==> src/crps_pkg.sv <==
// Purpose: Shared constants for the reset and power sideband link
// Assumes: One bus clock at 250 MHz drives both ends
// Notes:   Ratio codes are {hi, lo} strap bits
package crps_pkg;
  localparam logic [1:0] RATIO_CODE_1_3   = 2'h1;
  localparam logic [1:0] RATIO_CODE_2_5   = 2'h0;
  localparam logic [1:0] RATIO_CODE_1_2   = 2'h2;
  localparam logic [1:0] RATIO_CODE_2_7   = 2'h3;
  // Ratio encodings reported to software: numerator, denominator
  localparam logic [7:0] RATIO_1_3        = 8'h13;
  localparam logic [7:0] RATIO_2_5        = 8'h25;
  localparam logic [7:0] RATIO_1_2        = 8'h12;
  localparam logic [7:0] RATIO_2_7        = 8'h27;
  // Reset test mode selection from {flush, init}
  localparam logic [1:0] TMODE_NORMAL     = 2'h0;
  localparam logic [1:0] TMODE_SELF_TEST  = 2'h1;
  localparam logic [1:0] TMODE_CHECKER    = 2'h2;
  localparam logic [1:0] TMODE_TRISTATE   = 2'h3;
  localparam int         CACHE_LINES      = 16;
  localparam int         GRANT_CYCLES     = 2;
  // Host register offsets
  localparam logic [3:0] REG_CTRL         = 4'h0;
  localparam logic [3:0] REG_STAT         = 4'h1;
  localparam logic [3:0] REG_STRAP        = 4'h2;
  // Control bit positions
  localparam int         CTRL_RESET       = 0;
  localparam int         CTRL_MGMT        = 1;
  localparam int         CTRL_STOP        = 2;
  localparam int         CTRL_FLUSH       = 3;
  localparam int         CTRL_INIT        = 4;
  localparam int         CTRL_RLO         = 5;
  localparam int         CTRL_RHI         = 6;
  localparam int         CTRL_BOUNDARY    = 7;
  localparam logic [7:0] CTRL_RESET_VAL   = 8'h01;
endpackage : crps_pkg

==> src/crps_if.sv <==
// Purpose: Sideband wires between processor end and chipset end
// Assumes: Single clock domain
// Notes:   All request lines active low except reset, init, snoop and straps
`timescale 1ns/1ps
interface crps_if;
  logic cpu_reset;
  logic flush_n;
  logic init;
  logic ratio_strap_lo;
  logic ratio_strap_hi;
  logic straps_driven;
  logic mgmt_irq_n;
  logic stop_clock_req_n;
  logic mgmt_mode_active_n;
  logic stop_grant;
  logic snoop_req;
  logic snoop_ack;
  modport cpu (
    input  cpu_reset, flush_n, init, ratio_strap_lo, ratio_strap_hi,
           straps_driven, mgmt_irq_n, stop_clock_req_n, snoop_req,
    output mgmt_mode_active_n, stop_grant, snoop_ack
  );
  modport chipset (
    output cpu_reset, flush_n, init, ratio_strap_lo, ratio_strap_hi,
           straps_driven, mgmt_irq_n, stop_clock_req_n, snoop_req,
    input  mgmt_mode_active_n, stop_grant, snoop_ack
  );
endinterface : crps_if

==> src/crps_cpu.sv <==
// Purpose: Processor end of the reset and power sideband
// Assumes: Chipset keeps straps stable once reset is released
// Notes:   Execution is modelled by an instruction boundary pulse
//
// Added by the designer: the plain strobed port and the address map.
`timescale 1ns/1ps
module crps_cpu
  import crps_pkg::*;
#(
  parameter int LINES = CACHE_LINES
) (
  input  wire logic       sys_clk,
  input  wire logic       nrst,
  crps_if.cpu             link,
  input  wire logic       insn_boundary,
  input  wire logic       higher_irq,
  input  wire logic       mgmt_exit,
  input  wire logic       line_fill,
  input  wire logic [3:0] line_idx,
  input  wire logic       line_dirty,
  output logic            core_clk_en,
  output logic [1:0]      test_mode,
  output logic [7:0]      bus_core_ratio,
  output logic [LINES-1:0] line_valid,
  output logic            writeback_req,
  output logic            mgmt_pending,
  output logic            core_at_start
);
  typedef enum logic [1:0] {CRPS_RUN, CRPS_GRANT, CRPS_STOPPED} crps_st_e;

  crps_st_e         state;
  crps_st_e         next_state;
  logic             reset_q;
  logic             in_mgmt;
  logic [1:0]       strap_code;
  logic [LINES-1:0] line_dirty_q;
  logic [1:0]       grant_cnt;

  wire reset_fall   = reset_q && !link.cpu_reset;
  wire stop_req     = !link.stop_clock_req_n;
  wire running      = (state == CRPS_RUN) && !link.cpu_reset;
  wire take_mgmt    = running && insn_boundary && mgmt_pending;
  wire take_stop    = running && insn_boundary && stop_req && !take_mgmt &&
                      !higher_irq;
  // floating straps read as one half
  wire [1:0] strap_in = link.straps_driven ?
                        {link.ratio_strap_hi, link.ratio_strap_lo} :
                        RATIO_CODE_1_2;

  always_comb begin
    next_state = state;
    unique case (state)
      CRPS_RUN:     if (take_stop) next_state = CRPS_GRANT;
      CRPS_GRANT:   if (grant_cnt == 2'(GRANT_CYCLES - 1))
                      next_state = CRPS_STOPPED;
      CRPS_STOPPED: if (!stop_req) next_state = CRPS_RUN;
    endcase
  end

  always_comb begin
    unique case (strap_code)
      RATIO_CODE_1_3: bus_core_ratio = RATIO_1_3;
      RATIO_CODE_2_5: bus_core_ratio = RATIO_2_5;
      RATIO_CODE_1_2: bus_core_ratio = RATIO_1_2;
      RATIO_CODE_2_7: bus_core_ratio = RATIO_2_7;
    endcase
  end

  always_ff @(posedge sys_clk or negedge nrst) begin
    if (!nrst) begin
      reset_q <= 1'b1;
    end else begin
      reset_q <= link.cpu_reset;
    end
  end

  // straps caught at reset release only
  // mode taken from flush and init
  always_ff @(posedge sys_clk or negedge nrst) begin
    if (!nrst) begin
      strap_code <= RATIO_CODE_1_2;
      test_mode  <= TMODE_NORMAL;
    end else if (reset_fall) begin
      strap_code <= strap_in;
      test_mode  <= {!link.flush_n, link.init};
    end
  end

  always_ff @(posedge sys_clk or negedge nrst) begin
    if (!nrst) begin
      state     <= CRPS_RUN;
      grant_cnt <= 2'h0;
    end else if (link.cpu_reset) begin
      state     <= CRPS_RUN;
      grant_cnt <= 2'h0;
    end else begin
      state     <= next_state;
      grant_cnt <= (state == CRPS_GRANT) ? grant_cnt + 2'h1 : 2'h0;
    end
  end

  always_ff @(posedge sys_clk or negedge nrst) begin
    if (!nrst) begin
      mgmt_pending <= 1'b0;
      in_mgmt      <= 1'b0;
    end else if (link.cpu_reset) begin
      mgmt_pending <= 1'b0;
      in_mgmt      <= 1'b0;
    end else begin
      mgmt_pending <= !link.mgmt_irq_n || (mgmt_pending && !take_mgmt);
      if (take_mgmt)
        in_mgmt <= 1'b1;
      else if (mgmt_exit && running)
        in_mgmt <= 1'b0;
    end
  end

  always_ff @(posedge sys_clk or negedge nrst) begin
    if (!nrst) begin
      line_valid   <= '0;
      line_dirty_q <= '0;
    end else if (link.cpu_reset) begin
      line_valid   <= '0;
      line_dirty_q <= '0;
    end else if (line_fill && running) begin
      line_valid[line_idx]   <= 1'b1;
      line_dirty_q[line_idx] <= line_dirty;
    end
  end

  // Writeback only on replacement of a dirty line, never from reset
  assign writeback_req = line_fill && running && !link.cpu_reset &&
                         line_valid[line_idx] && line_dirty_q[line_idx];

  assign core_at_start           = link.cpu_reset || reset_q;
  assign core_clk_en             = (state != CRPS_STOPPED);
  assign link.mgmt_mode_active_n = !in_mgmt;
  assign link.stop_grant         = (state == CRPS_GRANT);
  assign link.snoop_ack          = link.snoop_req && !link.cpu_reset;
endmodule : crps_cpu

==> src/flat_wrapper.sv <==
// flat-port wrapper written by rule: the top's interface ports become plain ports
module crps_cpu_flat import crps_pkg::*;
#(
  parameter int LINES = CACHE_LINES
)
  (sys_clk, nrst, insn_boundary, higher_irq, mgmt_exit, line_fill, line_idx, line_dirty, core_clk_en, test_mode, bus_core_ratio, line_valid, writeback_req, mgmt_pending, core_at_start, link_cpu_reset, link_flush_n, link_init, link_ratio_strap_lo, link_ratio_strap_hi, link_straps_driven, link_mgmt_irq_n, link_stop_clock_req_n, link_snoop_req, link_mgmt_mode_active_n, link_stop_grant, link_snoop_ack);
  crps_if link_i ();
  input  wire logic sys_clk;
  input  wire logic nrst;
  input  wire logic insn_boundary;
  input  wire logic higher_irq;
  input  wire logic mgmt_exit;
  input  wire logic line_fill;
  input  wire logic [3:0] line_idx;
  input  wire logic line_dirty;
  output logic core_clk_en;
  output logic [1:0] test_mode;
  output logic [7:0] bus_core_ratio;
  output logic [LINES-1:0] line_valid;
  output logic writeback_req;
  output logic mgmt_pending;
  output logic core_at_start;
  input wire logic [$bits(link_i.cpu_reset)-1:0] link_cpu_reset;
  input wire logic [$bits(link_i.flush_n)-1:0] link_flush_n;
  input wire logic [$bits(link_i.init)-1:0] link_init;
  input wire logic [$bits(link_i.ratio_strap_lo)-1:0] link_ratio_strap_lo;
  input wire logic [$bits(link_i.ratio_strap_hi)-1:0] link_ratio_strap_hi;
  input wire logic [$bits(link_i.straps_driven)-1:0] link_straps_driven;
  input wire logic [$bits(link_i.mgmt_irq_n)-1:0] link_mgmt_irq_n;
  input wire logic [$bits(link_i.stop_clock_req_n)-1:0] link_stop_clock_req_n;
  input wire logic [$bits(link_i.snoop_req)-1:0] link_snoop_req;
  output wire logic [$bits(link_i.mgmt_mode_active_n)-1:0] link_mgmt_mode_active_n;
  output wire logic [$bits(link_i.stop_grant)-1:0] link_stop_grant;
  output wire logic [$bits(link_i.snoop_ack)-1:0] link_snoop_ack;
  assign link_i.cpu_reset = link_cpu_reset;
  assign link_i.flush_n = link_flush_n;
  assign link_i.init = link_init;
  assign link_i.ratio_strap_lo = link_ratio_strap_lo;
  assign link_i.ratio_strap_hi = link_ratio_strap_hi;
  assign link_i.straps_driven = link_straps_driven;
  assign link_i.mgmt_irq_n = link_mgmt_irq_n;
  assign link_i.stop_clock_req_n = link_stop_clock_req_n;
  assign link_i.snoop_req = link_snoop_req;
  assign link_mgmt_mode_active_n = link_i.mgmt_mode_active_n;
  assign link_stop_grant = link_i.stop_grant;
  assign link_snoop_ack = link_i.snoop_ack;
  crps_cpu #(.LINES(LINES)) u_core (.sys_clk(sys_clk), .nrst(nrst), .link(link_i), .insn_boundary(insn_boundary), .higher_irq(higher_irq), .mgmt_exit(mgmt_exit), .line_fill(line_fill), .line_idx(line_idx), .line_dirty(line_dirty), .core_clk_en(core_clk_en), .test_mode(test_mode), .bus_core_ratio(bus_core_ratio), .line_valid(line_valid), .writeback_req(writeback_req), .mgmt_pending(mgmt_pending), .core_at_start(core_at_start));
endmodule
==> config.mk <==
export PLATFORM = sky130hd
export DESIGN_NAME = crps_cpu_flat
export DESIGN_NICKNAME = d
export VERILOG_FILES = /design/src/crps_pkg.sv /design/src/crps_if.sv /design/src/crps_cpu.sv /design/src/flat_wrapper.sv
export SDC_FILE = /design/constraint.sdc
export NUM_CORES = 1
export LEC_CHECK = 0
export ABC_AREA = 1
export BUFFER_PORTS_ARGS = -buffer_cell sky130_fd_sc_hd__buf_2
export CORE_MARGIN = 2
export CORE_UTILIZATION = 55
export DETAILED_ROUTE_END_ITERATION = 8
export PLACE_DENSITY = 0.81
export SYNTH_ARGS = -nofsm -noshare
export SYNTH_HDL_FRONTEND = slang
export SYNTH_SLANG_ARGS = --single-unit
==> constraint.sdc <==
create_clock -name sys_clk -period 2.8 [get_ports sys_clk]
set_input_delay 0.14 -clock sys_clk [delete_from_list [all_inputs] [get_ports sys_clk]]
set_output_delay 0.14 -clock sys_clk [all_outputs]
set_load 0.005 [all_outputs]
==> out/results.tsv, run 1 <==
metric	value	unit
run status	finished, violations left	
failing checks	hold timing	
Routed Wire Length	5.65	mm
Leak Pwr	0.00154	uW
drc violations	0	
Port Buf Inserts	49	
Flop pwr share	47.3	%
largest cells by area after synthesis	dfrtp_1 (42%), nand2_1 (13%), inv_1 (7.0%), nor2_1 (7.0%), a21oi_1 (5.6%)	
area grow syn2layout	13.3	%
Pre-antenna DRT Iters	4	
register area share after synthesis	44.5	%
RR Startpoint	u_core.state[0]	
CP endpoint kind	primary output	
antenna violations before repair	0	
R2R cell count	9	
Final Hold Violating Endpoints	27	
post-CTS setup buffer count	0	
Routed wire per std cell	13.4	um
core area	0.00429	mm2
post-synth top area cell	dfrtp_1	
Period Utilization, post-route	66.7	%
vias in the first global route	2134	
hold_buf cts	0	
Worst VDD drop	0.362	mV
cell-internal power	1010	uW
Clock Path Buffers	2	
setup violators final	0	
total global-route track usage	24.1	%
clock sink count	43	
#FFs+latches synth	43	
detailed placement HPWL	3.91	mm
Starting Density	56.4	%
CP Cell Sequence	inv_1, ha_1, nand2_4, inv_4, nand2_4, a21oi_1, nand2_1, nor2_1, buf_2	
clock-pin slew on the worst setup and hold paths	0.08	ns
Die X	70.4	um
Yosys Warn Count	0	
Clock power frac	29.5	%
Vias/cell	5.21	
CP Class	reg2out	
ratio of cells with drive above 1 in the final layout	19.5	%
Layout Skew	0.00638	ns
Slew Viols, Final	0	
final critical-path required period	1.87	ns
worst-margin pin slew	0.953	ns
Die ar.	0.00495	mm2
largest net degree at the start of global routing	44	
FF-to-FF setup slack	1.17	ns
PD cells	533	mW/mm2
RSZ-0062 raised after global routing	false	
RD Place Congestion	0.961	
total grt overflow	0	
layout filler cell count	397	
DRT antenna net count	0	
mapped cell area	0.00242	mm2
combinational power share	23.2	%
syn avg cell area	7.53	um2
slowest stage delay, CP	0.42	ns
Syn Inst Count	322	
die height	70.4	um
initial DRC count	149	
top cell type's share of synthesized area	42.3	%
WP data required	2.66	ns
Critical Path Most Common Cell	nand2_4	
most used flip-flop cell after synthesis	dfrtp_1	
Root Buffer	clkbuf_8	
Worst R2R End	u_core.line_dirty_q[1]	
Critical Path AT	1.73	ns
hold_ws	-0.0115	ns
Sw Ratio	31.0	%
first-pass GRT wire length	9.43	mm
DR vias	2198	
PostCTS Resize Cnt	0	
H-Tree Depth	2	
post-route insts no fill	422	
Rel. slew slack	36.5	%
Max Freq	536	MHz
ant diodes	0	
CTS tree	built	
sequential cell area	0.00108	mm2
Psw	453	uW
cell row count	24	
number of flops mapped to enable cells by yosys	0	
clock latency on the worst-skew pair	0.29	ns
IO Count	53	
slowest CP cell	dfrtp_1	
TritonCTS Buffers	5	
CP startpoint kind	flop	
MaxCap Viol Count	0	
Cells after DPL	414	
Synth async-reset ratio	100	%
final setup TNS	0	ns
area of the multi-input gates	0.00105	mm2
post-synthesis cell type count	33	
Layout Nets	396	
Hold Crit Class	in2async	
peak fanout along the critical path	15	
==> kinds of logic (layout without fill, tap and decap cells) <==
group	after synthesis	in the layout	synth area share, %
other	1	3	0.155
buffers and inverters	63	109	12.4
adder cells (fa/ha/maj)	7	7	3.61
AO/OA/AOI/OAI	61	61	13.9
flip-flops	43	43	44.5
AND/OR/NAND/NOR	147	147	25.3
==> sequential cells by signal, indices dropped and copies added (netlist names) <==
| name | cells |
|---|---|
| u_core.line_dirty_q | 16 |
| u_core.mgmt_pending | 1 |
| u_core.grant_cnt | 2 |
| u_core.test_mode | 2 |
| u_core.in_mgmt | 1 |
| u_core.reset_q | 1 |
| u_core.strap_code | 2 |
| u_core.state | 2 |
| u_core.line_valid | 16 |
==> power by group through the flow <==
stage / Sequential, uW / Combinational, uW / Clock (uW)
after global routing: 695 / 396 / 463
after floorplan: 697 / 244 / 0
final: 692 / 339 / 431
after detailed placement: 703 / 339 / 0
after global placement: 700 / 331 / 0
after CTS: 691 / 343 / 441
==> through the flow <==
stage	area [um2]	setup WS (ns)	util (%)	hold WS (ns)	power [uW]
final	2750	0.934	63.9	-0.0115	1460
after global routing	2750	0.836	63.9	0.0169	1550
after CTS	2750	0.932	63.9	0.00583	1480
after detailed placement	2650	1.11	61.6	0.324	1040
after global placement	2650	1.18	61.6	0.322	1030
after floorplan	2430	1.40	-	-0.156	942
==> area by class of cell <==
cell class	count	area share (%)
clock buffers	8	3.65
inverters	52	7.47
multi-input cells	218	38.3
flip-flops and latches	43	39.3
well taps	52	2.37
repair buffers	49	8.93
==> layer usage <==
metal,share of wire [%],routed length [um],track usage [%],up-vias
li1,-,-,-,1089
met1,43,2460,31.8,1033
met2,49,2790,39.6,66
met3,5.4,304,3.90,10
met4,1.7,97,9.19,0
met5,0,0,0,-
==> Yosys cell counts (2+ instances only) <==
cell type,number
ha_1,7
dfstp_2,2
nand3_1,7
nor4_1,2
nand2_4,3
dfrtp_1,41
buf_6,4
a21oi_1,27
inv_1,45
o21a_1,8
o21ai_0,21
buf_4,4
nor2_1,45
a211oi_1,2
nor3_1,2
inv_2,4
nand2_1,82
==> worst max-delay path by stage <==
stage / start / endpoint / slack [ns]
floorplan: u_core.state[0] / writeback_req / 1.40
global placement: link_cpu_reset / u_core.line_dirty_q[3] / 1.18
detailed placement: link_cpu_reset / u_core.line_dirty_q[8] / 1.11
CTS: u_core.state[0] / writeback_req / 0.93
global route: u_core.state[0] / writeback_req / 0.84
finish: u_core.state[0] / writeback_req / 0.93
==> worst max-delay path, delay by kind of cell (launching register included) <==
family / cells / cell delay (ns)
fa+ha+maj: 1 / 0.21
simple gates: 4 / 0.37
buf+inv: 3 / 0.29
compound gates: 1 / 0.15
flops: 1 / 0.42
==> cells in the final DEF, fill, tap and decap left out, types with 2 or more instances in the layout <==
| master | n |
|---|---|
| nand3_1 | 7 |
| nor4_1 | 2 |
| o21a_1 | 8 |
| clkbuf_8 | 7 |
| dfrtp_1 | 41 |
| inv_2 | 4 |
| nor3_1 | 2 |
| dfstp_2 | 2 |
| nor2_1 | 45 |
| inv_1 | 45 |
| nand2_1 | 82 |
| o21ai_0 | 21 |
| nand2_4 | 3 |
| ha_1 | 7 |
| a211oi_1 | 2 |
| conb_1 | 3 |
| buf_2 | 49 |
| a21oi_1 | 27 |
No activity file was read; power rests on OpenSTA's default activity.
==> run 2: changes to the inputs <==
- CORE_UTILIZATION: 55 -> 54
- PLACE_DENSITY: 0.81 -> 0.79
- clock period: 2.8 -> 1.85 ns (I/O delays scaled with it)
==> run 2 against run 1 <==
Against the previous run:
- the flow now finishes without violations
- wire length rose by 1.8%
- total power is 65% higher
- critical path depth is the same
- clock power up 79%
- sequential cell count stayed put
==> out/results.tsv, run 2 (same netlist as run 1, synthesis figures left out) <==
metric	value	unit
Worst VDD drop	0.563	mV
antenna violations before repair	0	
worst-margin pin slew	0.560	ns
die height	71.0	um
Cells after DPL	416	
cell-internal power	1670	uW
Die X	71.0	um
Pre-antenna DRT Iters	4	
CP endpoint kind	primary output	
H-Tree Depth	2	
sequential cell area	0.00108	mm2
area of the multi-input gates	0.00108	mm2
Final Hold Violating Endpoints	0	
Clock Path Buffers	2	
Critical Path AT	1.65	ns
PD cells	844	mW/mm2
RD Place Congestion	0.911	
Hold Crit Class	in2reg	
clock latency on the worst-skew pair	0.30	ns
Flop pwr share	43.5	%
clock-pin slew on the worst setup and hold paths	0.08	ns
Starting Density	56.0	%
drc violations	0	
cell row count	24	
combinational power share	24.4	%
Root Buffer	clkbuf_8	
ant diodes	0	
Max Freq	575	MHz
IO Count	53	
final setup TNS	0	ns
peak fanout along the critical path	15	
Vias/cell	5.23	
WP data required	1.76	ns
Port Buf Inserts	49	
run status	finished, final reports clean	
DR vias	2244	
initial DRC count	168	
layout filler cell count	387	
CTS tree	built	
post-layout util	65.9	%
area grow syn2layout	17.6	%
total grt overflow	0	
TritonCTS Buffers	5	
MaxCap Viol Count	0	
Clock power frac	32.0	%
Slew Viols, Final	0	
Die ar.	0.00504	mm2
DRT antenna net count	0	
largest net degree at the start of global routing	44	
final critical-path required period	1.74	ns
RSZ-0062 raised after global routing	false	
first-pass GRT wire length	9.90	mm
CP startpoint kind	flop	
hold_ws	0.0157	ns
most frequent cells in the layout	nand2_1 (82), buf_2 (49), nor2_1 (45)	
Rel. slew slack	62.7	%
Layout Skew	0.00626	ns
CP Class	reg2out	
Leak Pwr	0.00158	uW
vias in the first global route	2236	
post-route insts no fill	429	
top flop regs	u_core.line_dirty_q: 16 flops, u_core.line_valid: 16 flops	
detailed placement HPWL	3.91	mm
ratio of cells with drive above 1 in the final layout	21.2	%
Period Utilization, post-route	94.1	%
most common cell after layout, fill and taps aside	nand2_1	
Psw	740	uW
Sw Ratio	30.7	%
core area	0.00432	mm2
Routed Wire Length	5.76	mm
total power	2410	uW
Routed wire per std cell	13.4	um
setup violators final	0	
Layout Nets	403	
clock sink count	43	
total global-route track usage	24.8	%
-- run 2: changes by cell type in the layout (fill, tap and decap cells not counted), moves of 2 or more --
cell / change
dlygate4sd3_1: +4
inv_2: +2
buf_4: +3
inv_1: -2
-- run 2: final timing paths --
path                                     start  cells past startpoint                    end  slack (ns)
hold / removal             link_ratio_strap_hi                      3   u_core.strap_code[1]        0.02
max in group asynchronous                 nrst                      3         u_core.reset_q        1.07
setup / recovery               u_core.state[0]                      9          writeback_req        0.11
setup reg to reg               u_core.state[0]                      6        u_core.state[0]        0.34
hold reg to reg            u_core.grant_cnt[0]                      1    u_core.grant_cnt[0]        0.44
min in group asynchronous                 nrst                      3  u_core.line_valid[10]        0.39
-- run 2: per-stage QoR --
| step | instance area [um2] | worst slack (ns) |
|---|---|---|
| finish | 2850 | 0.110 |
| detailed placement | 2660 | 0.208 |
| CTS | 2820 | 0.00714 |
| floorplan | 2430 | 0.462 |
| global route | 2850 | 0.00551 |
| global placement | 2660 | 0.298 |
-- run 2: cell type report --
type                            count  share of cell area [%]
Sequential cell                    43                    37.8
Multi-Input combinational cell    218                    37.8
Timing Repair Buffer               56                    10.8
Inverter                           52                    7.20
Clock buffer                        6                    2.90
Tap cell                           52                    2.28
Clock inverter                      2                    1.23
-- run 2: critical path, stage by stage (launching register included) --
cell and delay [ns]:
dfrtp_1 0.43, inv_2 0.10, ha_4 0.15, nand2_4 0.05
inv_4 0.10, nand2_8 0.10, a21oi_2 0.13, nand2_1 0.08
nor2_1 0.08, buf_2 0.11
-- run 2: metal layers --
layer  up-vias  GRT usage (%)  share of wire (%)
met3         9           5.13                5.8
met1      1081           30.6                 42
met2        55           43.0                 50
li1       1099              -                  -
met5         -              0                  0
met4         0           9.22                1.7
-- run 2: what timing repair did --
action | CTS | global route
endpoints found under the hold margin | 44 | 0
pin swaps | 0 | 0
setup endpoints to repair | 1 | 1
resized for setup | 2 | 4
buffers inserted | 0 | 1
hold buffers | 4 | 0
-- run 2: power groups by stage --
stage / combinational [uW] / clock, uW / sequential (uW)
after detailed placement: 524 / 0 / 1060
after floorplan: 370 / 0 / 1060
after CTS: 543 / 787 / 1050
final: 588 / 771 / 1050
after global routing: 675 / 819 / 1050
after global placement: 504 / 0 / 1060
